--- config.mk ---
export PLATFORM = sky130hd
export DESIGN_NAME = fbsc_ctrl
export DESIGN_NICKNAME = d
export VERILOG_FILES = /design/src/shared/fbsc_pkg.sv /design/src/rtl/fbsc_addr_cmd.sv /design/src/rtl/fbsc_svc_map.sv /design/src/rtl/fbsc_ctrl.sv
export SDC_FILE = /design/constraint.sdc
export NUM_CORES = 1
export LEC_CHECK = 0
export ABC_AREA = 0
export ABC_CLOCK_PERIOD_IN_PS = 3000
export BUFFER_PORTS_ARGS = -buffer_cell sky130_fd_sc_hd__buf_2
export CAP_MARGIN = 30
export CORE_UTILIZATION = 44
export CTS_CLUSTER_SIZE = 8
export DETAILED_ROUTE_END_ITERATION = 10
export PLACE_DENSITY = 0.81
export SLEW_MARGIN = 10
export SYNTH_ARGS = -nofsm -noshare
export SYNTH_HDL_FRONTEND = slang
export SYNTH_HIERARCHICAL = 1
export SYNTH_SLANG_ARGS = --single-unit
--- constraint.sdc ---
create_clock -name core_clk -period 3 [get_ports core_clk]
set_input_delay 0.3 -clock core_clk [delete_from_list [all_inputs] [get_ports core_clk]]
set_output_delay 0.3 -clock core_clk [all_outputs]
set_load 0.05 [all_outputs]
--- src/shared/fbsc_pkg.sv ---
// Package for the fieldbus state and configuration controller.
// Assumes one core clock domain and a host that presents object writes
// and state requests as single-cycle strobes.
package fbsc_pkg;

  // Host link states, one-hot.
  typedef enum logic [3:0] {
    FBSC_ST_INIT   = 4'b0001,
    FBSC_ST_PREOP  = 4'b0010,
    FBSC_ST_SAFEOP = 4'b0100,
    FBSC_ST_OP     = 4'b1000
  } fbsc_link_type;

  // Object indices.
  localparam logic [15:0] OBJ_GENERAL    = 16'hf800;
  localparam logic [15:0] OBJ_SLAVE_BASE = 16'h8000;
  localparam logic [15:0] OBJ_SLAVE_MASK = 16'hff0f;
  localparam logic [15:0] OBJ_PDO_OUT    = 16'h1c12;
  localparam logic [15:0] OBJ_PDO_IN     = 16'h1c13;
  localparam logic [7:0]  SUB_ADDR       = 8'h01;
  localparam logic [7:0]  SUB_BAUD       = 8'h02;

  // Address and baud setting command.
  localparam logic [19:0] CMD_INDEX_GROUP = 20'h1f480;
  localparam logic [31:0] CMD_OFFSET      = 32'h0000_0000;
  localparam logic [7:0]  CMD_LEN         = 8'h06;
  localparam logic [7:0]  CMD_KEY0        = 8'h45;
  localparam logic [7:0]  CMD_KEY1        = 8'h23;
  localparam logic [7:0]  ADDR_MAX        = 8'h3f;
  localparam logic [7:0]  BAUD_500K       = 8'h01;
  localparam logic [7:0]  BAUD_125K       = 8'h03;
  localparam logic [47:0] CMD_ERASE       = 48'h0000_0000_0000;

  // Fieldbus service codes for attribute access.
  localparam logic [7:0]  SVC_GET_SINGLE  = 8'h0e;
  localparam logic [7:0]  SVC_SET_SINGLE  = 8'h10;

  // Message access kinds.
  localparam logic [1:0]  ACC_READ   = 2'b00;
  localparam logic [1:0]  ACC_WRITE  = 2'b01;
  localparam logic [1:0]  ACC_SVC    = 2'b10;

endpackage : fbsc_pkg

--- src/rtl/fbsc_addr_cmd.sv ---
// Decoder and persistent store for the address and baud command.
// Assumes the persistent store is modelled by flip-flops kept over rst.
`timescale 1ns/1ps
`default_nettype none
module fbsc_addr_cmd
(
  input  wire logic        core_clk,
  input  wire logic        rst,
  input  wire logic        cmd_valid,
  input  wire logic [19:0] command_index_group,
  input  wire logic [31:0] cmd_offset,
  input  wire logic [7:0]  cmd_len,
  input  wire logic [47:0] cmd_data,
  output logic             cmd_ok,
  output logic             cmd_bad,
  output logic             stored_valid_r,
  output logic [7:0]       stored_addr_r,
  output logic [7:0]       stored_baud_r
);

  logic [7:0] b0;
  logic [7:0] b1;
  logic [7:0] b2;
  logic [7:0] b3;
  logic [7:0] b4;
  logic [7:0] b5;
  logic       hit;
  logic       erase;
  logic       set_ok;
  logic       keep_valid_r = 1'b0;
  logic [7:0] keep_addr_r  = 8'h00;
  logic [7:0] keep_baud_r  = 8'h00;

  assign b0 = cmd_data[7:0];
  assign b1 = cmd_data[15:8];
  assign b2 = cmd_data[23:16];
  assign b3 = cmd_data[31:24];
  assign b4 = cmd_data[39:32];
  assign b5 = cmd_data[47:40];
  assign hit = cmd_valid && command_index_group == fbsc_pkg::CMD_INDEX_GROUP
             && cmd_offset == fbsc_pkg::CMD_OFFSET
             && cmd_len == fbsc_pkg::CMD_LEN;
  assign erase = hit && cmd_data == fbsc_pkg::CMD_ERASE;
  assign set_ok = hit && b0 == fbsc_pkg::CMD_KEY0 && b1 == fbsc_pkg::CMD_KEY1
                && b2 <= fbsc_pkg::ADDR_MAX
                && b4 >= fbsc_pkg::BAUD_500K
                && b4 <= fbsc_pkg::BAUD_125K
                && b3 == 8'h00 && b5 == 8'h00;
  assign cmd_ok  = set_ok || erase;
  assign cmd_bad = hit && !cmd_ok;

  // The store ignores rst on purpose, since it stands for nonvolatile data.
  // Its power-up value is the empty delivery state.
  always_ff @(posedge core_clk)
  begin
    if (erase)
    begin
      keep_valid_r <= 1'b0;
    end
    else if (set_ok)
    begin
      keep_valid_r <= 1'b1;
      keep_addr_r  <= b2;
      keep_baud_r  <= b4;
    end
  end

  assign stored_valid_r = keep_valid_r;
  assign stored_addr_r  = keep_addr_r;
  assign stored_baud_r  = keep_baud_r;
endmodule : fbsc_addr_cmd
`default_nettype wire

--- src/rtl/fbsc_svc_map.sv ---
// Maps message accesses to fieldbus service codes.
// Assumes the requester gives its own code for generic services.
`timescale 1ns/1ps
`default_nettype none
module fbsc_svc_map
(
  input  wire logic       core_clk,
  input  wire logic       rst,
  input  wire logic       msg_valid,
  input  wire logic [1:0] msg_access,
  input  wire logic [7:0] msg_svc_in,
  output logic            svc_valid_r,
  output logic [7:0]      svc_code_r
);

  always_ff @(posedge core_clk)
  begin
    if (rst)
    begin
      svc_valid_r <= 1'b0;
      svc_code_r  <= 8'h00;
    end
    else
    begin
      svc_valid_r <= msg_valid;
      case (msg_access)
        fbsc_pkg::ACC_READ:  svc_code_r <= fbsc_pkg::SVC_GET_SINGLE;
        fbsc_pkg::ACC_WRITE: svc_code_r <= fbsc_pkg::SVC_SET_SINGLE;
        default:             svc_code_r <= msg_svc_in;
      endcase
    end
  end
endmodule : fbsc_svc_map
`default_nettype wire

--- src/rtl/fbsc_ctrl.sv ---
// Fieldbus state and configuration controller, master and slave variant.
// Assumes the host presents state requests and object writes as strobes.
//
// Operation
// - In safe operational, update inputs and never write outputs.
// - In operational, update inputs and write outputs.
// - Mapping visible only after both parameter sets; then build image.
// - Master registers on bus and checks duplicate address after write.
// - Master starts slave traffic and allocates modes entering safe state.
// - Master idle in safe operational, run on entering operational.
// - Master reconfigures only after return to idle or pre-operational.
// - Slave registers on bus and checks duplicate address after write.
// - Slave becomes ready for a master entering safe operational.
// - Slave idle in safe operational, run on entering operational.
// - Slave reconfigures after return to idle or pre-operational.
// - Node address byte ranges from zero to the maximum.
// - Baud code is 1, 2 or 3.
// - Report applied address and baud in general object entries.
// - Stored setting persists and blocks writes to address entries.
// - All-zero command erases stored address and baud.
// - Get and set map without service code; others need one.
`timescale 1ns/1ps
`default_nettype none
module fbsc_ctrl
#(
  parameter bit IS_MASTER = 1'b1
)
(
  input  wire logic        core_clk,
  input  wire logic        rst,
  input  wire logic        state_req_valid,
  input  wire logic [3:0]  state_req,
  input  wire logic        obj_wr_valid,
  input  wire logic [15:0] obj_index,
  input  wire logic [7:0]  obj_sub,
  input  wire logic [15:0] obj_data,
  output logic             obj_wr_ack,
  output logic             obj_wr_refused,
  input  wire logic        cmd_valid,
  input  wire logic [19:0] command_index_group,
  input  wire logic [31:0] cmd_offset,
  input  wire logic [7:0]  cmd_len,
  input  wire logic [47:0] cmd_data,
  output logic             cmd_ok,
  output logic             cmd_bad,
  input  wire logic        msg_valid,
  input  wire logic [1:0]  msg_access,
  input  wire logic [7:0]  msg_svc_in,
  output logic             svc_valid_r,
  output logic [7:0]       svc_code_r,
  input  wire logic        dup_check_done,
  output logic [3:0]       link_state_r,
  output logic             register_req_r,
  output logic             dup_check_busy_r,
  output logic             mapping_ready_r,
  output logic             image_build_r,
  output logic             bus_start_r,
  output logic             bus_run_r,
  output logic             inputs_update_r,
  output logic             outputs_write_r,
  output logic [7:0]       node_address_r,
  output logic [7:0]       baud_r
);

  fbsc_pkg::fbsc_link_type st_r;
  fbsc_pkg::fbsc_link_type st_nxt;
  logic       gen_done_r;
  logic       slv_done_r;
  logic [7:0] wr_addr_r;
  logic [7:0] wr_baud_r;
  logic       stored_valid;
  logic [7:0] stored_addr;
  logic [7:0] stored_baud;
  logic       is_gen;
  logic       is_slv;
  logic       cfg_wr;
  logic       locked_entry;
  logic       to_safe;
  logic       to_op;
  logic       leave_cfg;

  fbsc_addr_cmd u_cmd
  (
    .core_clk            (core_clk),
    .rst                 (rst),
    .cmd_valid           (cmd_valid),
    .command_index_group (command_index_group),
    .cmd_offset          (cmd_offset),
    .cmd_len             (cmd_len),
    .cmd_data            (cmd_data),
    .cmd_ok              (cmd_ok),
    .cmd_bad             (cmd_bad),
    .stored_valid_r      (stored_valid),
    .stored_addr_r       (stored_addr),
    .stored_baud_r       (stored_baud)
  );

  fbsc_svc_map u_svc
  (
    .core_clk    (core_clk),
    .rst         (rst),
    .msg_valid   (msg_valid),
    .msg_access  (msg_access),
    .msg_svc_in  (msg_svc_in),
    .svc_valid_r (svc_valid_r),
    .svc_code_r  (svc_code_r)
  );

  function automatic logic is_slave_obj(input logic [15:0] idx);
    if (IS_MASTER)
      is_slave_obj = (idx & fbsc_pkg::OBJ_SLAVE_MASK)
                     == fbsc_pkg::OBJ_SLAVE_BASE;
    else
      is_slave_obj = idx == fbsc_pkg::OBJ_SLAVE_BASE;
  endfunction : is_slave_obj

  assign is_gen = obj_index == fbsc_pkg::OBJ_GENERAL;
  assign is_slv = is_slave_obj(obj_index);
  assign cfg_wr = obj_wr_valid && (is_gen || is_slv);
  // Address entries are frozen once a command has stored a setting.
  assign locked_entry = stored_valid &&
    ((is_gen && (obj_sub == fbsc_pkg::SUB_ADDR ||
                 obj_sub == fbsc_pkg::SUB_BAUD)) ||
     (is_slv && obj_sub == fbsc_pkg::SUB_ADDR));
  // Writes outside pre-operational are refused to keep the live set intact.
  assign obj_wr_refused = cfg_wr &&
    (st_r != fbsc_pkg::FBSC_ST_PREOP || locked_entry);
  assign obj_wr_ack = cfg_wr && !obj_wr_refused;

  // Host state requests follow the usual ladder; illegal jumps are ignored.
  always_comb
  begin
    st_nxt = st_r;
    if (state_req_valid)
    begin
      case (st_r)
        fbsc_pkg::FBSC_ST_INIT:
          if (state_req == fbsc_pkg::FBSC_ST_PREOP)
            st_nxt = fbsc_pkg::FBSC_ST_PREOP;
        fbsc_pkg::FBSC_ST_PREOP:
          if (state_req == fbsc_pkg::FBSC_ST_SAFEOP && mapping_ready_r)
            st_nxt = fbsc_pkg::FBSC_ST_SAFEOP;
          else if (state_req == fbsc_pkg::FBSC_ST_INIT)
            st_nxt = fbsc_pkg::FBSC_ST_INIT;
        fbsc_pkg::FBSC_ST_SAFEOP:
          if (state_req == fbsc_pkg::FBSC_ST_OP)
            st_nxt = fbsc_pkg::FBSC_ST_OP;
          else if (state_req == fbsc_pkg::FBSC_ST_PREOP ||
                   state_req == fbsc_pkg::FBSC_ST_INIT)
            st_nxt = fbsc_pkg::fbsc_link_type'(state_req);
        fbsc_pkg::FBSC_ST_OP:
          if (state_req != fbsc_pkg::FBSC_ST_OP &&
              (state_req == fbsc_pkg::FBSC_ST_SAFEOP ||
               state_req == fbsc_pkg::FBSC_ST_PREOP ||
               state_req == fbsc_pkg::FBSC_ST_INIT))
            st_nxt = fbsc_pkg::fbsc_link_type'(state_req);
        default:
          st_nxt = fbsc_pkg::FBSC_ST_INIT;
      endcase
    end
  end

  assign to_safe = st_r == fbsc_pkg::FBSC_ST_PREOP &&
                   st_nxt == fbsc_pkg::FBSC_ST_SAFEOP;
  assign to_op = st_r == fbsc_pkg::FBSC_ST_SAFEOP &&
                 st_nxt == fbsc_pkg::FBSC_ST_OP;
  assign leave_cfg = st_nxt == fbsc_pkg::FBSC_ST_INIT ||
                     (st_nxt == fbsc_pkg::FBSC_ST_PREOP &&
                      st_r != fbsc_pkg::FBSC_ST_PREOP);

  always_ff @(posedge core_clk)
  begin
    if (rst)
      st_r <= fbsc_pkg::FBSC_ST_INIT;
    else
      st_r <= st_nxt;
  end

  // Parameter sets must be rewritten after every return to configuration.
  always_ff @(posedge core_clk)
  begin
    if (rst || leave_cfg)
    begin
      gen_done_r <= 1'b0;
      slv_done_r <= 1'b0;
      wr_addr_r  <= 8'h00;
      wr_baud_r  <= 8'h00;
    end
    else if (obj_wr_ack)
    begin
      if (is_gen)
        gen_done_r <= 1'b1;
      if (is_slv)
        slv_done_r <= 1'b1;
      if (is_gen && obj_sub == fbsc_pkg::SUB_ADDR)
        wr_addr_r <= obj_data[7:0];
      if (is_gen && obj_sub == fbsc_pkg::SUB_BAUD)
        wr_baud_r <= obj_data[7:0];
    end
  end

  always_ff @(posedge core_clk)
  begin
    if (rst || leave_cfg)
    begin
      mapping_ready_r <= 1'b0;
      image_build_r   <= 1'b0;
    end
    else
    begin
      mapping_ready_r <= gen_done_r && slv_done_r;
      image_build_r   <= gen_done_r && slv_done_r && !mapping_ready_r;
    end
  end

  // Registration starts once on the general object write.
  always_ff @(posedge core_clk)
  begin
    if (rst || leave_cfg)
    begin
      register_req_r   <= 1'b0;
      dup_check_busy_r <= 1'b0;
    end
    else
    begin
      register_req_r <= obj_wr_ack && is_gen && !gen_done_r;
      if (register_req_r)
        dup_check_busy_r <= 1'b1;
      else if (dup_check_done)
        dup_check_busy_r <= 1'b0;
    end
  end

  // Master starts slave traffic; slave becomes ready for its master.
  always_ff @(posedge core_clk)
  begin
    if (rst || leave_cfg)
    begin
      bus_start_r <= 1'b0;
      bus_run_r   <= 1'b0;
    end
    else
    begin
      if (to_safe)
        bus_start_r <= 1'b1;
      if (to_op)
        bus_run_r <= 1'b1;
      else if (st_nxt != fbsc_pkg::FBSC_ST_OP)
        bus_run_r <= 1'b0;
    end
  end

  always_ff @(posedge core_clk)
  begin
    if (rst)
    begin
      inputs_update_r <= 1'b0;
      outputs_write_r <= 1'b0;
    end
    else
    begin
      inputs_update_r <= st_nxt == fbsc_pkg::FBSC_ST_SAFEOP ||
                         st_nxt == fbsc_pkg::FBSC_ST_OP;
      outputs_write_r <= st_nxt == fbsc_pkg::FBSC_ST_OP;
    end
  end

  // Stored values apply only on the way from init, so the command waits; written values apply on entering safe operational if none is stored.
  always_ff @(posedge core_clk)
  begin
    if (rst)
    begin
      node_address_r <= 8'h00;
      baud_r         <= 8'h00;
    end
    else if (st_r == fbsc_pkg::FBSC_ST_INIT &&
             st_nxt == fbsc_pkg::FBSC_ST_PREOP && stored_valid)
    begin
      node_address_r <= stored_addr;
      baud_r         <= stored_baud;
    end
    else if (to_safe && !stored_valid)
    begin
      node_address_r <= wr_addr_r;
      baud_r         <= wr_baud_r;
    end
  end

  assign link_state_r = st_r;
endmodule : fbsc_ctrl
`default_nettype wire

==> flow_summary.json, run 1 <==
{
  "start_util_pct": 45.6,
  "status": "finished clean",
  "wl_per_cell_um": 15.2,
  "avgSynthCellArea_um2": 10.5,
  "ctsResizeCount": 0,
  "ys_ff_latch": 72,
  "path_cells": "or4b_1, a31oi_1, nor2b_1, and2_1, buf_2",
  "path_buf_inv": 1,
  "cts.clk_slew.worst_paths_ps": 70,
  "drtIter0Drc": 142,
  "vias": 3524,
  "ios": 210,
  "hp-start": "cmd_data[22]",
  "min_path_type": "input port to flip-flop",
  "grt_start_max_net_pins": 30,
  "grt_pass1_vias": 3355,
  "cp_data_arrival_time_ps": 2350,
  "final_nets": 707,
  "fillers": 657,
  "synth_ff_type": "dfxtp_1",
  "syn_area_um2": 3540,
  "place_ws_ps": 556,
  "hold_buffers": 0,
  "drive_above_1_share_pct": 50.1,
  "grt_pass1_wl_um": 15200,
  "portBuffers": 201,
  "ys_seq_area_share_pct": 45.3,
  "ant_nets": 0,
  "postCtsSetupRepairBufs": 0,
  "end_kind": "primary output",
  "min_period_ps": 2650,
  "multi_input_area_um2": 1820,
  "core_region_area_um2": 7770,
  "wirelength_met1_um": 3730,
  "cts.sinks": 72,
  "finalWorstSetupSlack_ps": 355,
  "syn_inst": 337,
  "critPathKind": "flip-flop to primary output",
  "antenna_found_initial": 0,
  "ff_latch_area_um2": 1600,
  "top_layer": "met4",
  "setup_violations": 0,
  "final_max_slew_viol_count": 0,
  "leakagePower_nw": 2.21,
  "drtPass1Iterations": 4,
  "wl_met2_um": 5080,
  "crit_required_ps": 2700,
  "rsz0062_at_grt": "false",
  "drc": 0,
  "rows": 32,
  "drv_cap": 0,
  "die_x_um": 91.7,
  "synth_cell_types": 61,
  "clockBufferDepth": 2,
  "synth_area_leaders": "dfxtp_1 (32%), edfxtp_1 (14%), mux2i_1 (7.1%)",
  "final_hold_viol_count": 0,
  "synth_async_sr_flop_share_pct": 0,
  "die_y_um": 91.7,
  "cp-startpoint": "link_state_r[1]$_SDFF_PP0_",
  "critPathMaxStageDelay_ps": 560,
  "synth_top_area_share_pct": 31.7,
  "crit_family": "simple AND/OR/NAND/NOR gates",
  "clock_latency_ps": 340,
  "skew_ps": 5.42,
  "cts_tree": "built",
  "cts_buffers": 9,
  "yosysTopAreaCell": "dfxtp_1",
  "final.period_utilization_pct": 88.2,
  "finalSetupTns_ps": 0,
  "r2r_start": "link_state_r[2]$_SDFF_PP0_",
  "irDropWorstVdd_uv": 393,
  "max_freq_mhz": 378,
  "routed-wl-met3_um": 692,
  "wl_um": 9790,
  "place_area_um2": 4650,
  "slew_headroom_pct": 52.1,
  "grt_overflow": 0,
  "final_area_um2": 4880,
  "grt_use_total_pct": 23.2,
  "place.gp.congestion": 0.937,
  "cp_max_fo": 13,
  "antenna_cells": 0,
  "place_hpwl_um": 7860,
  "areaGrowthSynthToFinish_pct": 37.9,
  "cts-root-buf": "clkbuf_8",
  "h-tree-depth": 3,
  "worst_pin_slew_ps": 709,
  "p_per_area_nw_per_um2": 428,
  "synth_enable_flop_cells": 16,
  "cp_slowest_cell": "or4b_1",
  "final_core_util_pct": 62.8,
  "yosysWarnings": 6,
  "synth_fp_nets": 506,
  "vias_per_cell": 5.46,
  "worst_setup_path_start_kind": "flip-flop",
  "dieArea_um2": 8400
}
## cell usage in the layout, fill, tap and decap left out, types with 9 or more instances in the layout
| master | netlist | final |
|---|---|---|
| dfxtp_1 | 56 | 56 |
| nor3_1 | 11 | 11 |
| nor3_2 | 20 | 20 |
| o221a_2 | 9 | 9 |
| nor4b_1 | 9 | 9 |
| mux2i_1 | 25 | 25 |
| edfxtp_1 | 16 | 16 |
| clkbuf_8 | 0 | 12 |
| buf_2 | 4 | 201 |
| nor2_1 | 29 | 29 |
| nor4_1 | 24 | 24 |
| nand2_1 | 11 | 11 |
| nand4_1 | 9 | 9 |
## report_power, final
part,total [mW],internal (mW),switching [mW]
Sequential,0.998,0.996,0.00288
Combinational,0.225,0.108,0.117
Clock,0.864,0.537,0.327
Total,2.09,1.64,0.447
## cell type report
class	instances	area share, %
well taps	102	2.62
inverters	4	0.308
clock buffers	14	3.54
repair buffers	209	22.1
clock inverters	2	1.23
multi-input cells	242	37.4
flip-flops and latches	72	32.8
## final timing paths
path | cells past startpoint | slack (ps) | end
max | 5 | 350 | obj_wr_ack
min | 1 | 150 | u_cmd/stored_addr_r[6]$_DFFE_PP_
max reg2reg | 7 | 590 | image_build_r$_SDFF_PP0_
min reg2reg | 1 | 460 | register_req_r$_SDFF_PP0_
## per-layer routing
layer / up-vias / track usage, %
li1: 1704 / -
met1: 1637 / 25.1
met2: 161 / 42.4
met3: 22 / 6.22
met4: 0 / 10.1
met5: - / 0
## registers in the layout (all words and copies together) (netlist names), 4 cells and up
name,flops
baud_r,8
wr_baud_r,8
node_address_r,8
wr_addr_r,8
link_state_r,4
u_svc/svc_code_r,8
u_cmd/stored_baud_r,8
u_cmd/stored_addr_r,8
## cell usage after synthesis, types with 2 or more instances
cell,number
and2_1,7
o21ai_0,4
and4b_1,2
buf_6,3
and4_1,2
a211oi_1,8
dfxtp_1,56
nand3_1,6
nor4b_1,9
nand2_1,11
mux2i_1,25
o211ai_1,2
nor3_2,20
nand4_1,9
nor3b_1,2
nor3_1,11
xor2_1,2
nor2_1,29
buf_2,4
nor4b_2,3
a21oi_1,8
buf_4,2
and3_1,4
inv_1,4
nor4_1,24
o221a_2,9
a31oi_1,3
o21ai_1,2
or4b_1,3
clkbuf_1,8
edfxtp_1,16
nor4_2,4
buf_1,2
nor2b_1,6
## metrics by stage
| stage | power (mW) | cells | hold slack, ps |
|---|---|---|---|
| finish | 2.09 | 645 | 152 |
| floorplan | 1.11 | 337 | 369 |
| global placement | 1.24 | 629 | 440 |
| CTS | 2.11 | 645 | 133 |
| global route | 2.17 | 645 | 130 |
| detailed placement | 1.25 | 629 | 443 |
## kinds of logic after synthesis
kind of cell    count (synthesis)  share of synthesized area [%]
compound gates                 47                           10.6
xor+xnor                        3                          0.743
buf+inv                        23                           3.43
flops                          72                           45.3
mux                            26                           7.46
simple gates                  166                           32.5
Note: power is estimated with default switching activity, not from simulation.
==> run 2, diff against run 1 <==
CORE_MARGIN = 2   (was not set)
==> run 2 against run 1 <==
Against the previous run: total power shrank 7.5%; worst setup slack lost 17 ps; non-clock buffer count shrank 1; routed wire length grew 0.29%; final cell count shrank 0.16%; highest routed layer unchanged; final area shrank 1.2%; largest cell class unchanged; critical path depth is the same; clock power shrank 18%; first-iteration DRC count grew 11%; fmax shrank 0.63%.
==> flow_summary.json, run 2 (same netlist as run 1, synthesis figures left out) <==
{
  "place_ws_ps": 407,
  "drive_above_1_share_pct": 49.8,
  "grt_overflow": 0,
  "ctsResizeCount": 0,
  "ff_latch_area_um2": 1600,
  "start_util_pct": 45.6,
  "vias": 3516,
  "place_hpwl_um": 7870,
  "postCtsSetupRepairBufs": 0,
  "final.period_utilization_pct": 88.7,
  "p_comb_share_pct": 11.6,
  "fillers": 664,
  "cts_buffers": 9,
  "p_per_area_nw_per_um2": 401,
  "wl_per_cell_um": 15.3,
  "critPathKind": "flip-flop to primary output",
  "core_region_area_um2": 7770,
  "grt_start_max_net_pins": 37,
  "finalNonFillerCells": 644,
  "ant_nets": 0,
  "cts.sinks": 72,
  "grt_use_total_pct": 21.8,
  "drv_cap": 0,
  "critPathMaxStageDelay_ps": 570,
  "cp_slowest_cell": "or4b_1",
  "power_mw": 1.93,
  "place_area_um2": 4640,
  "cp_max_fo": 13,
  "p_sw_share_pct": 23.3,
  "drc": 0,
  "finalSetupTns_ps": 0,
  "final_core_util_pct": 62.0,
  "reg2reg_depth": 7,
  "portBuffers": 201,
  "areaGrowthSynthToFinish_pct": 36.2,
  "status": "finished clean",
  "finalWorstSetupSlack_ps": 338,
  "crit_cells": 5,
  "clock_latency_ps": 340,
  "vias_per_cell": 5.46,
  "min_path_type": "input port to flip-flop",
  "leakagePower_nw": 2.18,
  "end_kind": "primary output",
  "skew_ps": 11.6,
  "dp.cells": 628,
  "path_cells": "or4b_1, a31oi_1, nor2b_1, and2_1, buf_2",
  "final_hold_viol_count": 0,
  "path_buf_inv": 1,
  "hold_buffers": 0,
  "h-tree-depth": 3,
  "irDropWorstVdd_uv": 304,
  "multi_input_area_um2": 1820,
  "antenna_cells": 0,
  "ios": 210,
  "crit_required_ps": 2700,
  "cts-root-buf": "clkbuf_8",
  "min_period_ps": 2660,
  "drtPass1Iterations": 4,
  "dieArea_um2": 8780,
  "cts.clk_slew.worst_paths_ps": 80,
  "wl_um": 9820,
  "drtIter0Drc": 157,
  "seqPwrFrac_pct": 51.7,
  "cp_data_arrival_time_ps": 2360,
  "cts_tree": "built",
  "hold_ws_ps": 151,
  "power.switching_uw": 451,
  "rows": 32,
  "final_common_cell": "buf_2",
  "grt_pass1_vias": 3330,
  "die_x_um": 93.7,
  "worstHoldPathCells": 1,
  "layout_common_cells": "buf_2 (201), dfxtp_1 (56), nor2_1 (29)",
  "intPower_mw": 1.48,
  "clockBufferDepth": 2,
  "crit_family": "simple AND/OR/NAND/NOR gates",
  "rsz0062_at_grt": "false",
  "antenna_found_initial": 0,
  "final_area_um2": 4820,
  "slew_headroom_pct": 48.5,
  "grt_pass1_wl_um": 15000,
  "final_nets": 706,
  "setup_violations": 0,
  "worst_pin_slew_ps": 773,
  "die_y_um": 93.7,
  "place.gp.congestion": 0.876,
  "max_freq_mhz": 376,
  "final_max_slew_viol_count": 0,
  "p_clk_share_pct": 36.7,
  "worst_setup_path_start_kind": "flip-flop"
}
[run 2: cell type report]
type	count	share of cell area [%]
flip-flops and latches	72	33.2
well taps	102	2.65
repair buffers	208	22.2
clock inverters	5	1.01
inverters	4	0.312
clock buffers	11	2.73
multi-input cells	242	37.9
[run 2: final timing paths]
check / startpoint / to / slack, ps
min: cmd_data[35] / u_cmd/stored_baud_r[3]$_DFFE_PP_ / 150
max reg2reg: link_state_r[0]$_SDFF_PP1_ / wr_addr_r[2]$_SDFFE_PP0P_ / 460
min reg2reg: gen_done_r$_SDFFE_PP0P_ / register_req_r$_SDFF_PP0_ / 470
max: link_state_r[1]$_SDFF_PP0_ / obj_wr_ack / 340
[run 2: power by group through the flow]
stage / logic [mW] / clock network [mW] / registers, mW
finish: 0.225 / 0.709 / 0.998
global route: 0.244 / 0.774 / 0.998
CTS: 0.225 / 0.727 / 0.998
detailed placement: 0.225 / 0 / 1.02
global placement: 0.218 / 0 / 1.02
floorplan: 0.0676 / 0 / 1.04
[run 2: layer usage]
| metal | GRT usage (%) | share of wire (%) | wire, um | vias up |
|---|---|---|---|---|
| met2 | 38.5 | 52 | 5110 | 137 |
| met5 | 0 | 0 | 0 | - |
| met1 | 26.5 | 41 | 4000 | 1652 |
| met4 | 6.04 | 1.5 | 152 | 0 |
| li1 | - | - | - | 1707 |
| met3 | 5.22 | 5.7 | 561 | 20 |
==> run 3, diff against run 2 <==
--- a/config.mk
+++ b/config.mk
@@ -8,3 +8,3 @@
 export ABC_AREA = 0
-export ABC_CLOCK_PERIOD_IN_PS = 3000
+export ABC_CLOCK_PERIOD_IN_PS = 2500
 export BUFFER_PORTS_ARGS = -buffer_cell sky130_fd_sc_hd__buf_2
==> constraint.sdc (replaced) <==
create_clock -name core_clk -period 2.5 [get_ports core_clk]
set_input_delay 0.5 -clock core_clk [delete_from_list [all_inputs] [get_ports core_clk]]
set_output_delay 0.5 -clock core_clk [all_outputs]
set_load 0.05 [all_outputs]
==> run 3 against run 2 <==
Against the previous run: total power rose by 22%; largest power group unchanged; final cell count up 2.5%; non-clock buffer count increased by 16; clock-buffer cell count grew 3; critical endpoint unchanged.
==> flow_summary.json, run 3 (same netlist as run 1, synthesis figures left out) <==
{
  "antenna_cells": 0,
  "place_area_um2": 4790,
  "worst_pin_slew_ps": 679,
  "dieArea_um2": 8780,
  "die_x_um": 93.7,
  "grt_use_total_pct": 23.0,
  "grt_pass1_vias": 3485,
  "hold_buffers": 0,
  "rows": 32,
  "portBuffers": 201,
  "h-tree-depth": 3,
  "start_util_pct": 45.6,
  "status": "finished clean",
  "die_y_um": 93.7,
  "vias": 3595,
  "multi_input_area_um2": 1880,
  "min_period_ps": 2480,
  "cts_tree": "built",
  "critPathKind": "input port to primary output",
  "grt_start_max_net_pins": 32,
  "p_per_area_nw_per_um2": 465,
  "drive_above_1_share_pct": 53.2,
  "layout_common_cells": "buf_2 (196), dfxtp_1 (54), nor2_1 (29)",
  "cts-root-buf": "clkbuf_8",
  "cts.clk_slew.worst_paths_ps": 70,
  "min_path_type": "input port to flip-flop",
  "antenna_found_initial": 0,
  "place_ws_ps": -72.8,
  "final_common_cell": "buf_2",
  "areaGrowthSynthToFinish_pct": 43.0,
  "final_hold_viol_count": 0,
  "place.gp.congestion": 0.913,
  "end_kind": "primary output",
  "cts.sinks": 72,
  "clockBufferDepth": 2,
  "setup_violations": 0,
  "whs_endpoint": "u_cmd/stored_addr_r[0]$_DFFE_PP_",
  "final.period_utilization_pct": 99.2,
  "wl_um": 10400,
  "max_freq_mhz": 403,
  "final_max_slew_viol_count": 0,
  "slew_headroom_pct": 54.7,
  "drc": 0,
  "power_mw": 2.35,
  "finalWorstSetupSlack_ps": 20.5,
  "clock_latency_ps": 340,
  "worst_setup_path_start_kind": "input port",
  "rsz0062_at_grt": "true",
  "grt_pass1_wl_um": 15900,
  "place_hpwl_um": 8260,
  "ios": 210,
  "r2r-end": "wr_addr_r[2]$_SDFFE_PP0P_",
  "vias_per_cell": 5.45,
  "skew_ps": 6.09,
  "worstHoldPathCells": 1,
  "drv_cap": 0,
  "r2r_start": "link_state_r[3]$_SDFF_PP0_",
  "crit_required_ps": 2000,
  "cp_max_fo": 3,
  "grt_overflow": 0,
  "cp_data_arrival_time_ps": 1980,
  "fillers": 658,
  "hold_ws_ps": 354,
  "reg2reg_depth": 8,
  "wl_per_cell_um": 15.8,
  "hp-start": "cmd_data[16]",
  "core_region_area_um2": 7770,
  "reg2reg_slack_ps": 160,
  "ff_latch_area_um2": 1610,
  "leakagePower_nw": 2.29,
  "cts_buffers": 9,
  "drtIter0Drc": 227,
  "final_nets": 722,
  "ant_nets": 0,
  "final_area_um2": 5060,
  "drtPass1Iterations": 7,
  "irDropWorstVdd_uv": 416
}
==> run 3: report_power, final <==
group / total, mW / internal, mW / switching (mW)
Sequential: 1.20 / 1.19 / 0.00271
Combinational: 0.285 / 0.139 / 0.146
Clock: 0.872 / 0.473 / 0.399
Total: 2.35 / 1.81 / 0.547
==> run 3: worst max path at each step <==
stage                    start        endpoint  cells after the start
finish              obj_sub[4]      obj_wr_ack                      7
floorplan           obj_sub[3]  obj_wr_refused                      4
global route        obj_sub[4]  obj_wr_refused                      6
detailed placement  obj_sub[3]      obj_wr_ack                      7
global placement    obj_sub[3]      obj_wr_ack                      7
CTS                 obj_sub[3]  obj_wr_refused                      6
==> run 3: per-layer routing <==
| metal | wire (um) | GRT usage (%) | share of wire (%) |
|---|---|---|---|
| met3 | 703 | 3.45 | 6.8 |
| met1 | 3960 | 27.9 | 38 |
| met4 | 180 | 8.82 | 1.7 |
| met5 | 0 | 0 | 0 |
| met2 | 5550 | 41.1 | 53 |
==> run 3: final cells by class <==
class / count / share of cell area [%]
multi-input combinational: 242 / 37.1
sequential: 72 / 31.7
timing repair buffer: 224 / 24.5
clock buffer: 14 / 3.63
tap: 102 / 2.52
inverter: 4 / 0.297
clock inverter: 2 / 0.198
==> run 3: worst max-delay path: stages <==
cell and delay, ps:
buf_6 90, or4_4 540, nor3_4 280, a31oi_4 120, nor2b_4 150, and2_4 150
buf_6 140
==> run 3: repair_timing <==
action,in CTS,in global routing
setup buffers,0,1
resized for setup,9,9
pin swaps,0,5
endpoints found under the setup margin,2,5
==> run 3: metrics by stage <==
stage	utilization, %	TNS [ps]	std cells
2_1_floorplan	-	0	337
3_3_place_gp	61.6	-75.0	643
3_5_place_dp	61.6	-314	643
4_1_cts	64.7	0	659
5_1_grt	65.2	-27.9	660
6_report	65.2	0	660
